File: config.mk
export PLATFORM = sky130hd
export DESIGN_NAME = sdram_ctl_end_flat
export DESIGN_NICKNAME = d
export VERILOG_FILES = /design/src/logic/sdram_pkg.sv /design/src/logic/sdram_if.sv /design/src/logic/sdram_ctl_end.sv /design/src/flat_wrapper.sv
export SDC_FILE = /design/constraint.sdc
export NUM_CORES = 1
export LEC_CHECK = 0
export BUFFER_PORTS_ARGS = -buffer_cell sky130_fd_sc_hd__buf_4
export CAP_MARGIN = 30
export CORE_MARGIN = 2
export CORE_UTILIZATION = 48
export DETAILED_ROUTE_END_ITERATION = 6
export PLACE_DENSITY = 0.73
export SLEW_MARGIN = 20
export SYNTH_ARGS = -nofsm -noshare
export SYNTH_HDL_FRONTEND = slang
export SYNTH_SLANG_ARGS = --single-unit
File: constraint.sdc
create_clock -name REF_CLK -period 2.1 [get_ports REF_CLK]
set_input_delay 0.21 -clock REF_CLK [delete_from_list [all_inputs] [get_ports REF_CLK]]
set_output_delay 0.21 -clock REF_CLK [all_outputs]
set_load 0.01 [all_outputs]
File: src/logic/sdram_pkg.sv
// shared constants for the sdram controller end and memory end
`default_nettype none
package sdram_pkg;
    localparam int CLK_MHZ = 25;
    localparam int CAS_LAT = 3;
    localparam int BURST_LEN = 4;
    localparam int BANKS = 4;
    localparam int BA_W = 2;
    localparam int ADDR_W = 13;
    localparam int DQ_W = 16;
    localparam int COL_W = 4;
    localparam int AUTO_PRECHARGE_ADDRESS_BIT = 10;
    localparam int CNT_W = 12;
    localparam int DQM_LAT = 2;
    localparam int XREF_NUM = 2;
    ////////////////////////////////////////////////////////////////////////
    localparam int T_RCD_NS = 20;
    localparam int T_RP_NS = 20;
    localparam int T_RC_NS = 70;
    localparam int T_RRD_NS = 15;
    localparam real T_REFI_US = 7.8125;
    localparam int T_DPDX_US = 100;
    localparam int RCD_CYC = (T_RCD_NS * CLK_MHZ + 999) / 1000;
    localparam int RP_CYC = (T_RP_NS * CLK_MHZ + 999) / 1000;
    localparam int RC_CYC = (T_RC_NS * CLK_MHZ + 999) / 1000;
    localparam int RRD_CYC = (T_RRD_NS * CLK_MHZ + 999) / 1000;
    localparam int REFI_CYC = int'($floor(T_REFI_US * CLK_MHZ));
    localparam int DPDX_CYC = T_DPDX_US * CLK_MHZ;
    localparam int WG_CYC = RCD_CYC > DQM_LAT ? RCD_CYC : DQM_LAT;
    ////////////////////////////////////////////////////////////////////////
    // command code {cs_n, ras_n, cas_n, we_n}
    localparam logic [3:0] CMD_NOP = 4'h7;
    localparam logic [3:0] CMD_ACT = 4'h3;
    localparam logic [3:0] CMD_RD = 4'h5;
    localparam logic [3:0] CMD_WR = 4'h4;
    localparam logic [3:0] CMD_BST = 4'h6;
    localparam logic [3:0] CMD_DPD = 4'h6;
    localparam logic [3:0] CMD_PRE = 4'h2;
    localparam logic [3:0] CMD_REF = 4'h1;
    ////////////////////////////////////////////////////////////////////////
    localparam logic [7:0] REG_CTRL = 8'h00;
    localparam logic [7:0] REG_CMD = 8'h04;
    localparam logic [7:0] REG_WDATA = 8'h08;
    localparam logic [7:0] REG_RD01 = 8'h0c;
    localparam logic [7:0] REG_RD23 = 8'h10;
    localparam logic [7:0] REG_STAT = 8'h14;
    localparam int CTRL_DPD = 0;
    localparam int CTRL_AP = 1;
    localparam int CMD_COL_LSB = 0;
    localparam int CMD_BA_LSB = 4;
    localparam int CMD_ROW_LSB = 6;
    localparam int CMD_WR_BIT = 19;
    localparam int STAT_BUSY = 0;
    localparam int STAT_DPD = 1;
    localparam logic CKE_RST = 1'b1;
    localparam logic DQM_RST = 1'b0;
endpackage
`default_nettype wire

File: src/logic/sdram_if.sv
// command, address, mask and data lines between controller and memory
`default_nettype none
interface sdram_if;
    logic cke;
    logic cs_n;
    logic ras_n;
    logic cas_n;
    logic we_n;
    logic [1:0] ba;
    logic [12:0] addr;
    logic dqm;
    logic [15:0] dq_ctl;
    logic dq_ctl_oe;
    logic [15:0] dq_mem;
    logic dq_mem_oe;
    modport ctl (
        output cke, cs_n, ras_n, cas_n, we_n, ba, addr, dqm, dq_ctl,
        output dq_ctl_oe,
        input dq_mem, dq_mem_oe
    );
    modport mem (
        input cke, cs_n, ras_n, cas_n, we_n, ba, addr, dqm, dq_ctl,
        input dq_ctl_oe,
        output dq_mem, dq_mem_oe
    );
endinterface
`default_nettype wire

File: src/logic/sdram_ctl_end.sv
// controller end: apb registers, command sequencer, refresh, deep power-down
//
// Functional notes
// - refresh at most every 7.8125 us
// - deep power-down loses array contents
// - deep power-down entry: banks idle, cke low
// - deep power-down exits when cke rises
// - activate a row before column commands
// - column command waits activate-to-column time
// - new row needs precharge; row cycle spacing
// - activates to different banks row-to-row apart
// - auto precharge closes row after burst
// - first data after cas latency, then per clock
// - data pins float after burst ends
// - new read cl-1 before last element
// - read accepted every cycle, any bank
// - write after read: leave idle cycle
// - mask high two clocks before write
// - interrupting write floats data pins
// - mask low at write command
// - precharge cl-1 before last element
// - nothing to bank until precharge time
// - burst terminate cl-1 before last element
// - explicit precharge equals auto precharge
// - address bit selects auto precharge
//
// Decided for this implementation: the APB register port and the address map.
`default_nettype none
module sdram_ctl_end (
    input wire logic REF_CLK,
    input wire logic RST_N,
    input wire logic CLK_EN,
    input wire logic PSEL,
    input wire logic PENABLE,
    input wire logic PWRITE,
    input wire logic [7:0] PADDR,
    input wire logic [31:0] PWDATA,
    output logic [31:0] PRDATA,
    output logic PREADY,
    output logic PSLVERR,
    sdram_if.ctl LINK
);
    import sdram_pkg::*;
    typedef enum logic [2:0] {
        S_IDLE, S_RCD, S_RBURST, S_CLOSE, S_WAIT, S_DPD, S_XPRE, S_XREF
    } state_t;
    localparam int LAST = CAS_LAT + BURST_LEN - 1;
    localparam int REF_W = $clog2(REFI_CYC + 1);
    localparam int AP = AUTO_PRECHARGE_ADDRESS_BIT;
    state_t st_q, st_d, ret_q, ret_d;
    logic [CNT_W-1:0] cnt_q, cnt_d;
    logic [3:0] bc_q, bc_d;
    logic [REF_W-1:0] ref_q, ref_d;
    logic [1:0] xref_q, xref_d;
    logic refdue_q, refdue_d, dpdreq_q, dpdreq_d, apm_q, apm_d;
    logic pend_q, pend_d, wr_q, wr_d;
    logic [BA_W-1:0] ba_q, ba_d, bao_q, bao_d;
    logic [ADDR_W-1:0] row_q, row_d, addr_q, addr_d;
    logic [COL_W-1:0] col_q, col_d;
    logic [DQ_W-1:0] wd_q, wd_d, dqo_q, dqo_d;
    logic [DQ_W-1:0] rdat_q [BURST_LEN];
    logic [DQ_W-1:0] rdat_d [BURST_LEN];
    logic cke_q, cke_d, dqm_q, dqm_d, dqoe_q, dqoe_d;
    logic [3:0] cmd_q, cmd_d;
    logic [BANKS-1:0] open_q, open_d;
    logic [2:0] trc_q [BANKS];
    logic [2:0] trc_d [BANKS];
    logic [2:0] trrd_q, trrd_d;
    logic [31:0] prdata_q, prdata_d;
    logic pready_q, pready_d, slverr_q, slverr_d;
    logic act, setup, wen, busy;
    logic [1:0] ridx;

    ////////////////////////////////////////////////////////////////////////
    // per-bank row cycle timers
    for (genvar b = 0; b < BANKS; b++) begin : g_bank
        always_comb begin
            if (act && ba_q == BA_W'(b)) begin
                trc_d[b] = 3'(RC_CYC - 1);
            end else if (trc_q[b] != '0) begin
                trc_d[b] = trc_q[b] - 1'b1;
            end else begin
                trc_d[b] = '0;
            end
        end
    end

    ////////////////////////////////////////////////////////////////////////
    always_comb begin
        setup = PSEL && !PENABLE;
        wen = PSEL && PENABLE && PWRITE && pready_q;
        busy = pend_q || st_q != S_IDLE;
        ridx = 2'(bc_q - 4'(CAS_LAT));
        act = 1'b0;
        st_d = st_q;
        ret_d = ret_q;
        cnt_d = cnt_q;
        bc_d = bc_q + 1'b1;
        ref_d = ref_q;
        xref_d = xref_q;
        refdue_d = refdue_q;
        dpdreq_d = dpdreq_q;
        apm_d = apm_q;
        pend_d = pend_q;
        wr_d = wr_q;
        ba_d = ba_q;
        row_d = row_q;
        col_d = col_q;
        wd_d = wd_q;
        rdat_d = rdat_q;
        cke_d = cke_q;
        dqm_d = dqm_q;
        dqoe_d = 1'b0;
        dqo_d = dqo_q;
        cmd_d = CMD_NOP;
        bao_d = bao_q;
        addr_d = addr_q;
        open_d = open_q;
        trrd_d = trrd_q != '0 ? trrd_q - 1'b1 : '0;
        // apb slave: zero wait states
        pready_d = setup;
        slverr_d = setup && !(PADDR inside {REG_CTRL, REG_CMD, REG_WDATA,
            REG_RD01, REG_RD23, REG_STAT});
        prdata_d = prdata_q;
        if (setup) begin
            prdata_d = '0;
            case (PADDR)
                REG_CTRL: begin
                    prdata_d[CTRL_DPD] = dpdreq_q;
                    prdata_d[CTRL_AP] = apm_q;
                end
                REG_WDATA: prdata_d[DQ_W-1:0] = wd_q;
                REG_RD01: prdata_d = {rdat_q[1], rdat_q[0]};
                REG_RD23: prdata_d = {rdat_q[3], rdat_q[2]};
                REG_STAT: begin
                    prdata_d[STAT_BUSY] = busy;
                    prdata_d[STAT_DPD] = st_q == S_DPD;
                end
                default: ;
            endcase
        end
        if (wen) begin
            case (PADDR)
                REG_CTRL: begin
                    dpdreq_d = PWDATA[CTRL_DPD];
                    apm_d = PWDATA[CTRL_AP];
                end
                REG_CMD: begin
                    if (!busy) begin
                        pend_d = 1'b1;
                        col_d = PWDATA[CMD_COL_LSB +: COL_W];
                        ba_d = PWDATA[CMD_BA_LSB +: BA_W];
                        row_d = PWDATA[CMD_ROW_LSB +: ADDR_W];
                        wr_d = PWDATA[CMD_WR_BIT];
                    end
                end
                REG_WDATA: wd_d = PWDATA[DQ_W-1:0];
                default: ;
            endcase
        end
        ////////////////////////////////////////////////////////////////////
        unique case (st_q)
            S_IDLE: begin
                if (refdue_q) begin
                    cmd_d = CMD_REF;
                    refdue_d = 1'b0;
                    cnt_d = CNT_W'(RC_CYC - 1);
                    ret_d = S_IDLE;
                    st_d = S_WAIT;
                end else if (dpdreq_q && open_q == '0) begin
                    cke_d = 1'b0;
                    cmd_d = CMD_DPD;
                    st_d = S_DPD;
                end else if (pend_q && trc_q[ba_q] == '0 && trrd_q == '0) begin
                    cmd_d = CMD_ACT;
                    bao_d = ba_q;
                    addr_d = row_q;
                    act = 1'b1;
                    open_d[ba_q] = 1'b1;
                    trrd_d = 3'(RRD_CYC - 1);
                    dqm_d = wr_q;
                    cnt_d = wr_q ? CNT_W'(WG_CYC - 1) : CNT_W'(RCD_CYC - 1);
                    st_d = S_RCD;
                end
            end
            S_RCD: begin
                if (cnt_q != '0) begin
                    cnt_d = cnt_q - 1'b1;
                end else begin
                    pend_d = 1'b0;
                    bao_d = ba_q;
                    addr_d = ADDR_W'(col_q);
                    addr_d[AP] = apm_q;
                    if (wr_q) begin
                        // no read in flight, bus already turned round
                        cmd_d = CMD_WR;
                        dqm_d = 1'b0;
                        dqo_d = wd_q;
                        dqoe_d = 1'b1;
                        st_d = S_CLOSE;
                    end else begin
                        cmd_d = CMD_RD;
                        bc_d = '0;
                        st_d = S_RBURST;
                    end
                end
            end
            S_RBURST: begin
                // element i stands on the pins while bc_q is cl + i
                if (bc_q >= 4'(CAS_LAT)) begin
                    rdat_d[ridx] = LINK.dq_mem;
                end
                if (bc_q == 4'(BURST_LEN - 1) && !apm_q) begin
                    cmd_d = CMD_PRE;
                    bao_d = ba_q;
                    addr_d = '0;
                    open_d[ba_q] = 1'b0;
                end
                if (bc_q == 4'(LAST)) begin
                    open_d[ba_q] = 1'b0;
                    cnt_d = CNT_W'(RP_CYC - 1);
                    ret_d = S_IDLE;
                    st_d = S_WAIT;
                end
            end
            S_CLOSE: begin
                if (!apm_q) begin
                    cmd_d = CMD_PRE;
                    bao_d = ba_q;
                    addr_d = '0;
                end
                open_d[ba_q] = 1'b0;
                cnt_d = CNT_W'(RP_CYC - 1);
                ret_d = S_IDLE;
                st_d = S_WAIT;
            end
            S_WAIT: begin
                if (cnt_q == '0) begin
                    st_d = ret_q;
                end else begin
                    cnt_d = cnt_q - 1'b1;
                end
            end
            S_DPD: begin
                if (!dpdreq_q) begin
                    cke_d = 1'b1;
                    cnt_d = CNT_W'(DPDX_CYC - 1);
                    ret_d = S_XPRE;
                    st_d = S_WAIT;
                end
            end
            S_XPRE: begin
                cmd_d = CMD_PRE;
                addr_d = '0;
                addr_d[AP] = 1'b1;
                xref_d = '0;
                cnt_d = CNT_W'(RP_CYC - 1);
                ret_d = S_XREF;
                st_d = S_WAIT;
            end
            S_XREF: begin
                cmd_d = CMD_REF;
                xref_d = xref_q + 1'b1;
                cnt_d = CNT_W'(RC_CYC - 1);
                ret_d = xref_q == 2'(XREF_NUM - 1) ? S_IDLE : S_XREF;
                st_d = S_WAIT;
            end
        endcase
        // refresh timer last so a new due flag beats its clear
        if (st_q == S_DPD) begin
            ref_d = '0;
            refdue_d = 1'b0;
        end else if (ref_q == REF_W'(REFI_CYC - 1)) begin
            ref_d = '0;
            refdue_d = 1'b1;
        end else begin
            ref_d = ref_q + 1'b1;
        end
    end

    ////////////////////////////////////////////////////////////////////////
    always_ff @(posedge REF_CLK) begin
        if (!RST_N) begin
            st_q <= S_IDLE;
            ret_q <= S_IDLE;
            cnt_q <= '0;
            bc_q <= '0;
            ref_q <= '0;
            xref_q <= '0;
            refdue_q <= 1'b0;
            dpdreq_q <= 1'b0;
            apm_q <= 1'b0;
            pend_q <= 1'b0;
            wr_q <= 1'b0;
            ba_q <= '0;
            row_q <= '0;
            col_q <= '0;
            wd_q <= '0;
            rdat_q <= '{default: '0};
            cke_q <= CKE_RST;
            dqm_q <= DQM_RST;
            dqoe_q <= 1'b0;
            dqo_q <= '0;
            cmd_q <= CMD_NOP;
            bao_q <= '0;
            addr_q <= '0;
            open_q <= '0;
            trc_q <= '{default: '0};
            trrd_q <= '0;
            prdata_q <= '0;
            pready_q <= 1'b0;
            slverr_q <= 1'b0;
        end else if (CLK_EN) begin
            st_q <= st_d;
            ret_q <= ret_d;
            cnt_q <= cnt_d;
            bc_q <= bc_d;
            ref_q <= ref_d;
            xref_q <= xref_d;
            refdue_q <= refdue_d;
            dpdreq_q <= dpdreq_d;
            apm_q <= apm_d;
            pend_q <= pend_d;
            wr_q <= wr_d;
            ba_q <= ba_d;
            row_q <= row_d;
            col_q <= col_d;
            wd_q <= wd_d;
            rdat_q <= rdat_d;
            cke_q <= cke_d;
            dqm_q <= dqm_d;
            dqoe_q <= dqoe_d;
            dqo_q <= dqo_d;
            cmd_q <= cmd_d;
            bao_q <= bao_d;
            addr_q <= addr_d;
            open_q <= open_d;
            trc_q <= trc_d;
            trrd_q <= trrd_d;
            prdata_q <= prdata_d;
            pready_q <= pready_d;
            slverr_q <= slverr_d;
        end
    end

    assign PRDATA = prdata_q;
    assign PREADY = pready_q;
    assign PSLVERR = slverr_q;
    assign LINK.cke = cke_q;
    assign LINK.cs_n = cmd_q[3];
    assign LINK.ras_n = cmd_q[2];
    assign LINK.cas_n = cmd_q[1];
    assign LINK.we_n = cmd_q[0];
    assign LINK.ba = bao_q;
    assign LINK.addr = addr_q;
    assign LINK.dqm = dqm_q;
    assign LINK.dq_ctl = dqo_q;
    assign LINK.dq_ctl_oe = dqoe_q;
endmodule
`default_nettype wire

File: src/flat_wrapper.sv
// flat-port wrapper written by rule: the top's interface ports become plain ports
module sdram_ctl_end_flat import sdram_pkg::*;
  (REF_CLK, RST_N, CLK_EN, PSEL, PENABLE, PWRITE, PADDR, PWDATA, PRDATA, PREADY, PSLVERR, LINK_cke, LINK_cs_n, LINK_ras_n, LINK_cas_n, LINK_we_n, LINK_ba, LINK_addr, LINK_dqm, LINK_dq_ctl, LINK_dq_ctl_oe, LINK_dq_mem, LINK_dq_mem_oe);
  sdram_if LINK_i ();
  input wire logic REF_CLK;
  input wire logic RST_N;
  input wire logic CLK_EN;
  input wire logic PSEL;
  input wire logic PENABLE;
  input wire logic PWRITE;
  input wire logic [7:0] PADDR;
  input wire logic [31:0] PWDATA;
  output logic [31:0] PRDATA;
  output logic PREADY;
  output logic PSLVERR;
  output wire logic [$bits(LINK_i.cke)-1:0] LINK_cke;
  output wire logic [$bits(LINK_i.cs_n)-1:0] LINK_cs_n;
  output wire logic [$bits(LINK_i.ras_n)-1:0] LINK_ras_n;
  output wire logic [$bits(LINK_i.cas_n)-1:0] LINK_cas_n;
  output wire logic [$bits(LINK_i.we_n)-1:0] LINK_we_n;
  output wire logic [$bits(LINK_i.ba)-1:0] LINK_ba;
  output wire logic [$bits(LINK_i.addr)-1:0] LINK_addr;
  output wire logic [$bits(LINK_i.dqm)-1:0] LINK_dqm;
  output wire logic [$bits(LINK_i.dq_ctl)-1:0] LINK_dq_ctl;
  output wire logic [$bits(LINK_i.dq_ctl_oe)-1:0] LINK_dq_ctl_oe;
  input wire logic [$bits(LINK_i.dq_mem)-1:0] LINK_dq_mem;
  input wire logic [$bits(LINK_i.dq_mem_oe)-1:0] LINK_dq_mem_oe;
  assign LINK_cke = LINK_i.cke;
  assign LINK_cs_n = LINK_i.cs_n;
  assign LINK_ras_n = LINK_i.ras_n;
  assign LINK_cas_n = LINK_i.cas_n;
  assign LINK_we_n = LINK_i.we_n;
  assign LINK_ba = LINK_i.ba;
  assign LINK_addr = LINK_i.addr;
  assign LINK_dqm = LINK_i.dqm;
  assign LINK_dq_ctl = LINK_i.dq_ctl;
  assign LINK_dq_ctl_oe = LINK_i.dq_ctl_oe;
  assign LINK_i.dq_mem = LINK_dq_mem;
  assign LINK_i.dq_mem_oe = LINK_dq_mem_oe;
  sdram_ctl_end u_core (.REF_CLK(REF_CLK), .RST_N(RST_N), .CLK_EN(CLK_EN), .PSEL(PSEL), .PENABLE(PENABLE), .PWRITE(PWRITE), .PADDR(PADDR), .PWDATA(PWDATA), .PRDATA(PRDATA), .PREADY(PREADY), .PSLVERR(PSLVERR), .LINK(LINK_i));
endmodule
# --- Yosys cells after proc, flatten, opt, wreduce, memory -nomap -nowiden ---
# Index checks and enable logic that the tools add are counted.
op_classes:
  mul: 0
  div: 0
  reduce_logical: 60
  n_shift: 0
  add_sub_neg: 10
  magnitude_cmp: 6
  muxes: 107
  bitwise: 8
  n_eq_ne: 36
ops:
  columns: ["cell", "n"]
  rows:
  - ["$mux 3", 29]
  - ["$mux 12", 7]
  - ["$pmux 12 s7", 1]
  - ["$mux 13", 6]
  - ["$pmux 13 s5", 1]
  - ["$bwmux 64", 1]
  - ["$mux 4", 12]
  - ["$pmux 14 s3", 1]
  - ["$pmux 3 s6", 2]
  - ["$demux 16 s2", 1]
  - ["$pmux 16 s2", 1]
  - ["$mux 1", 27]
  - ["$pmux 4 s6", 1]
  - ["$reduce_bool 3->1", 8]
  - ["$eq 8x4->1 const B", 2]
  - ["$eq 8x5->1 const B", 2]
  - ["$mux 16", 1]
  - ["$mux 8", 2]
  - ["$ne 2x1->1 const B", 8]
  - ["$reduce_and 8->1", 2]
  - ["$logic_and 1x1->1", 15]
  - ["$reduce_and 5->1", 3]
  - ["$sub 3x1->3 const B", 5]
  - ["$reduce_and 7->1", 2]
  - ["other kinds (54)", 87]
totals:
  reg_bits: 227
  output_inout_bits: 72
  in_bits: 63
  latch_bits: 0
  n_memories: 0
  elab_cells: 262
  romBits: 0
  ram_bits: 0

# --- Longest topological paths before layout ---
# Gate-level depths: netlist of the first run.
logic_depth:
  depth_word: 13
  mapped_depth: 9
  depth_no_buf: 7

# --- Worst setup path before layout of the first run ---
# Ideal clock, no wire load.
synth_timing:
  path_kind: "reg-to-reg"
  startpoint: "register u_core.cnt_q[0]"
  endpoint: "register u_core.addr_q[0] (netlist: u_core.LINK.addr[0])"
  t_arrival_ps: 1936
  path_buffers: 1
  period_less_slack_ps: 2057
  stages_incl_launch_ff: 9
  setup_time_ps: 121
  slack_ps: 43
  cell_sequence: "dfxtp_1 > inv_1 > ha_1 > nor4b_2 > nand4_1 > a221oi_1 > nand2_1 > buf_4 > mux2i_1"
synth_between:
  elab_chain_cells: 3
synth_lines:
  columns: ["element", "line", "rtl"]
  rows:
  - ["from (decl)", "sdram_ctl_end.sv:51", "logic [CNT_W-1:0] cnt_q, cnt_d;"]
  - ["from (signal assigned)", "sdram_ctl_end.sv:316", "cnt_q <= cnt_d;"]
  - ["$reduce_bool 12->1", "sdram_ctl_end.sv:187", "if (cnt_q != '0) begin"]
  - ["$ne 2x2->1 (no line)", null, null]
  - ["$reduce_and 8->1 (no line)", null, null]
  - ["to (signal assigned)", "sdram_ctl_end.sv:336", "addr_q <= addr_d;"]
  - ["to (decl)", "sdram_ctl_end.sv:58", "logic [ADDR_W-1:0] row_q, row_d, addr_q, addr_d;"]
# No other way between the ends.
# A chain may end at the register's enable or synchronous reset.

# --- Worst setup path after layout of the first run ---
layout_timing:
  startpoint: "register u_core.cnt_q[0]"
  endpoint: "register u_core.addr_q[7] (netlist: u_core.LINK.addr[7])"
# The elaborated chain is that of the path after synthesis.

==> results of run 1 <==
-- Yosys cell counts, types with 6 or more instances --
master and n:
a21oi_1 93, a221oi_1 19, a22o_1 10, a22oi_1 8, a31oi_1 7, buf_2 16, clkbuf_1 63, dfxtp_1 225
ha_1 11, inv_1 16, mux2i_1 90, nand2_1 144, nand2b_1 9, nand3_1 62, nand4_1 8, nor2_1 142
nor3_1 35, nor3b_1 6, nor4_1 7, o21ai_0 54, xor2_1 6
-- layer usage --
metal,track usage,vias to the layer above,share of wire
met5,0,-,0
met3,0.03416,51,0.062
met1,0.3312,4372,0.41
met4,0.06942,0,0.025
met2,0.4411,303,0.50
li1,-,4407,-
-- registers in the layout (all words and copies together), names as in the netlist, 12 cells and up --
| name | flops |
|---|---|
| u_core.wd_q | 16 |
| u_core.LINK.dq_ctl | 16 |
| u_core.trc_q | 12 |
| u_core.LINK.addr | 13 |
| u_core.PRDATA | 32 |
| u_core.row_q | 13 |
| u_core.rdat_q | 64 |
| u_core.cnt_q | 12 |
-- cell families after synthesis --
group           synth area share
compound gates            0.1666
xor+xnor                0.008051
fa+ha+maj                0.01406
buf+inv                  0.04523
flops                     0.4600
mux                      0.09315
other cells            0.0003830
simple gates              0.2125
-- through the flow --
step                       TNS [ns]  std cells  hold WS [ns]    util
after global routing       -0.03414       1607       0.05947  0.6227
after detailed placement     -1.962       1528        0.4449  0.5637
after floorplan                   0       1144        0.3539       -
after global placement      -0.2576       1527        0.4405  0.5634
final                             0       1607       0.04482  0.6227
after CTS                 -0.002278       1606       0.03128  0.6197
-- worst max path at each step --
stage,endpoint,from,slack [ns],depth (start not counted)
5_1_grt,u_core.LINK.addr[1],u_core.cnt_q[0],-0.02,8
6_report,u_core.LINK.addr[7],u_core.cnt_q[0],0.06,8
3_3_place_gp,u_core.trrd_q[2],u_core.trc_q[2],-0.06,6
3_5_place_dp,u_core.LINK.addr[7],u_core.cnt_q[0],-0.10,8
2_1_floorplan,u_core.LINK.addr[0],u_core.cnt_q[0],0.04,8
4_1_cts,u_core.cnt_q[8],u_core.trc_q[2],-0.002,6
-- timing repair --
item                                    in CTS  in global routing
pin swaps                                    1                  4
endpoints found under the setup margin      42                 76
endpoints found under the hold margin      100                  0
buffers inserted                             1                  1
hold buffers                                36                  0
gates resized for setup                      5                 17
-- final cells by class --
class	count	share of cell area
Multi-Input combinational cell	815	0.3944
Clock buffer	33	0.05307
Timing Repair Buffer	239	0.1558
Clock inverter	8	0.004598
Tap cell	270	0.02699
Sequential cell	225	0.3598
Inverter	17	0.005297
-- critical path: stages (launching register included) --
cell      delay [ns]
dfxtp_1         0.31
inv_1           0.07
ha_1            0.19
nor4b_4         0.31
nand4_1         0.21
a221oi_2        0.36
nand2_1         0.15
buf_6           0.20
mux2i_1         0.13
-- power breakdown --
group / total (mW) / switching [mW] / internal (mW) / leakage, nW
Combinational: 0.515 / 0.301 / 0.213 / 3.10
Sequential: 4.32 / 0.0245 / 4.30 / 1.82
Clock: 3.92 / 1.70 / 2.21 / 0.356
Total: 8.76 / 2.03 / 6.73 / 5.27
==> impl_metrics.ini, run 1 <==
[status]
status = finished, final reports clean

[layout]
antenna_cells = 0
final_cell_mix = dfxtp_1, buf_4, nand2_1, nor2_1, a21oi_1
layout-drive-gt1-share = 0.2049
fillers = 1718
regArea_sq_um = 4504
layout_commonest_cell = dfxtp_1
design_area_sq_um = 12520
layout.nets = 1396
area_growth_pct = 27.84
multi_input_area_sq_um = 4937

[power_and_ir_drop]
leakage_nw = 5.268
irDropWorstVdd_mv = 0.6302
power.total_mw = 8.755
powerDensity_nw_per_um2 = 699.4

[place]
pre_cts_ws_ns = -0.1020
port_buffers = 120
gp_congestion = 0.9046
placed_area_sq_um = 11330
post-dp-hpwl_mm = 18.81

[worst_setup_path]
reg2reg_slack_ns = 0.06
r2r_start = u_core.cnt_q[0]
critPathKind = reg2reg
cp_max_fo = 13
reg2reg_depth = 8
critPathCaptureType = flip-flop
cp_data_required_time_ns = 2.50
worst-endpoint-arrival_ns = 2.43
rr_endpoint = u_core.LINK.addr[7]
crit_path_start_kind = flip-flop

[floorplan]
start_util = 0.4871
pin_count = 135
coreArea_sq_um = 20100
dieWidth_um = 146.8
die_h_um = 146.8
die-area_sq_um = 21560
rows = 52

[clock_tree]
cts-htree-levels = 1
cts-root-buf = clkbuf_16
clkTransAtPathRegs_ns = 0.07
cts_num_sinks = 225
clock_latency_ns = 0.52
cts_tree = yes
cts_max_path_buffers = 3
cts_buffers = 24

[synthesis]
syn_avg_cell_area_sq_um = 8.559
synth_ff_type = dfxtp_1
yosysTopAreaCellShare = 0.4600
synth.distinct_cells = 73
syn-cell-area_sq_um = 9792
synth_edf_count = 0
synth-seq-cells = 225
seq_area_frac_synth = 0.4600
syn_nets = 1218
synthArstFlopShare = 0
ys_warn_count = 0
syn_inst = 1144
yosysTopAreaCell = dfxtp_1
synth.area.top_cells = dfxtp_1, mux2i_1, nand2_1, nor2_1, a21oi_1

[detailed_routing]
drt-vias-per-instance = 5.683
first_pass_iters = 5
drc = 0
vias = 9133
ant_nets = 0
routedWlPerCell_um = 17.55
totalWireLength_mm = 28.21
drtIter0Drc = 721

[timing]
fin_skew_ns = 0.01763
rsz0062_at_grt = yes
fin_crit_ns = 2.037
hold_viol = 0
fmax_mhz = 491.0
slew_headroom = 0.6141
setup_viol = 0
worstMarginPinSlew_ns = 0.5767
min_period_over_period = 0.9698
slew_viol_final = 0
layout_setup_ws_ns = 0.06338

[grt]
first_global_vias = 8718
grt.overflow.total = 0
grt_max_degree = 92
antenna_found_initial = 0
grt_usage = 0.2533
grt_pass1_wl_mm = 44.88

[min_path]
holdPathEnd = u_core.cmd_q[1]
min_path_type = in2reg
min-delay-start = CLK_EN
min_path_cells = 3

[run]
max_cap_violations = 0
(Power assumes the default switching activity.)
==> inputs of run 2 (changes only) <==
--- a/config.mk
+++ b/config.mk
@@ -5,7 +5,7 @@
 export SDC_FILE = /design/constraint.sdc
 export NUM_CORES = 1
 export LEC_CHECK = 0
-export BUFFER_PORTS_ARGS = -buffer_cell sky130_fd_sc_hd__buf_4
+export BUFFER_PORTS_ARGS = -buffer_cell sky130_fd_sc_hd__buf_2
 export CAP_MARGIN = 30
 export CORE_MARGIN = 2
 export CORE_UTILIZATION = 48
==> run 2 against run 1 <==
Effect of this change: the run now ends with DRC left; sequential share of layout area rose by 0.22 points; final area fell by 0.53%; wire length rose by 0.25%; largest power group is now the clock network.
==> impl_metrics.ini, run 2 (synthesis gave the netlist of run 1 again) <==
[status]
violations = DRC
status = finished, violations left

[place]
dp_cells = 1534
post-dp-hpwl_mm = 18.80
port_buffers = 120
gp_congestion = 0.8974
placed_area_sq_um = 11080

[worst_setup_path]
r2r_start = u_core.cnt_q[0]
worstSetupStartpoint = u_core.cnt_q[0]
cp_max_fo = 9
critPathKind = reg2reg
reg2reg_slack_ns = 0.08
worst-endpoint-arrival_ns = 2.42
cp_data_required_time_ns = 2.49
crit_path_start_kind = flip-flop
critPathCaptureType = flip-flop

[clock_tree]
clock_latency_ns = 0.52
cts_buffers = 23
cts_tree = yes
cts_max_path_buffers = 3
cts-root-buf = clkbuf_16
cts_num_sinks = 225
cts-htree-levels = 1
clkTransAtPathRegs_ns = 0.06

[detailed_routing]
drtIter0Drc = 934
totalWireLength_mm = 28.28
ant_nets = 0
drt-vias-per-instance = 5.704
drc = 1
routedWlPerCell_um = 17.53
first_pass_iters = 7
vias = 9201

[timing]
fmax_mhz = 494.1
fin_crit_ns = 2.024
worstMarginPinSlew_ns = 0.6403
slew_viol_final = 0
slew_headroom = 0.5731
hold_viol = 0
rsz0062_at_grt = no
setup_viol = 0
fin_skew_ns = 0.009825
min_period_over_period = 0.9637

[layout]
layout-drive-gt1-share = 0.2264
largest_reg_flops = 64
top_register = u_core.rdat_q
final_cell_mix = dfxtp_1, nand2_1, nor2_1, buf_2, a21oi_1
layout_commonest_cell = dfxtp_1
area_growth_pct = 27.17
layout.nets = 1400
fillers = 1705
multi_input_area_sq_um = 5025
antenna_cells = 0
layout.cells.non_filler = 1613
design_area_sq_um = 12450
regArea_sq_um = 4508

[power_and_ir_drop]
intPower_mw = 7.133
irDropWorstVdd_mv = 0.4844
p_comb_frac = 0.052
power_frac_clock = 0.479
leakage_nw = 5.312
power.share.switching = 0.2250
p_switching_mw = 2.070
powerDensity_nw_per_um2 = 739.1
seqPwrFrac = 0.470

[floorplan]
die_h_um = 146.8
start_util = 0.4871
die-area_sq_um = 21560
coreArea_sq_um = 20100
pin_count = 135
rows = 52
dieWidth_um = 146.8

[grt]
grt_usage = 0.2537
first_global_vias = 8728
grt.overflow.total = 0
antenna_found_initial = 0
grt_pass1_wl_mm = 45.06
grt_max_degree = 79

[min_path]
min-delay-start = LINK_dq_mem[15]
min_path_type = in2reg

[run]
max_cap_violations = 0
==> run 2: cell count changes in the layout (fill, tap and decap cells not counted), sizes merged <==
cell / before / now
clkbuf: 33 / 29
o31a: 2 / 3
clkinv: 6 / 5
buf: 203 / 211
bufinv: 0 / 4
dlygate4sd3: 36 / 31
clkinvlp: 1 / 4
==> run 2: metal layers <==
layer	share of wire	global-route usage	vias to the layer above
met4	0.026	0.07961	0
li1	-	-	4424
met3	0.059	0.03261	60
met2	0.50	0.4472	341
met5	0	0	-
met1	0.42	0.3236	4376
==> run 2: timing repair <==
action / 4_1_cts / 5_1_grt
hold buffers: 31 / 0
buffers inserted: 0 / 4
gates resized for setup: 3 / 39
pin swaps: 0 / 6
setup endpoints to repair: 10 / 47
cloned: 0 / 2
endpoints found under the hold margin: 61 / 0
==> run 2: power groups by stage <==
stage / registers (mW) / clock network [mW] / logic [mW]
final: 4.32 / 4.41 / 0.476
after detailed placement: 4.42 / 0 / 0.416
after CTS: 4.32 / 4.46 / 0.463
after global routing: 4.32 / 4.64 / 0.510
after global placement: 4.41 / 0 / 0.412
after floorplan: 4.42 / 0 / 0.204
==> run 2: layout make-up <==
cell class	instances	area share
Sequential cell	225	0.3620
Tap cell	270	0.02713
Clock buffer	28	0.05094
Timing Repair Buffer	243	0.1357
Multi-Input combinational cell	816	0.4035
Clock inverter	14	0.01537
Inverter	17	0.005326
==> run 2: final timing paths <==
check / end / cells after the start
worst max register to register: u_core.LINK.dq_ctl[7] / 10
worst min-delay path: u_core.rdat_q[47] / 3
worst max-delay path: u_core.LINK.dq_ctl[7] / 10
worst min register to register: u_core.rdat_q[25] / 2
==> run 2: through the flow <==
stage	hold slack [ns]	util	TNS [ns]	setup WS, ns	power [mW]
after global placement	0.4341	0.5507	-0.01595	-0.01595	4.827
after floorplan	0.3539	-	0	0.04283	4.626
final	0.01640	0.6194	0	0.07615	9.203
after detailed placement	0.4406	0.5510	-0.07989	-0.05229	4.831
after global routing	0.01402	0.6194	0	0.002731	9.470
after CTS	0.001109	0.6087	-0.006550	-0.006550	9.240
==> run 2: critical path, cell delays in order (launching register included) <==
cell and delay (ns):
dfxtp_1 0.31, inv_1 0.07, ha_2 0.18, nor4b_4 0.28
and4_4 0.29, buf_4 0.11, nand4_1 0.10, buf_6 0.17
buf_12 0.14, mux2i_2 0.19, nor2_1 0.06
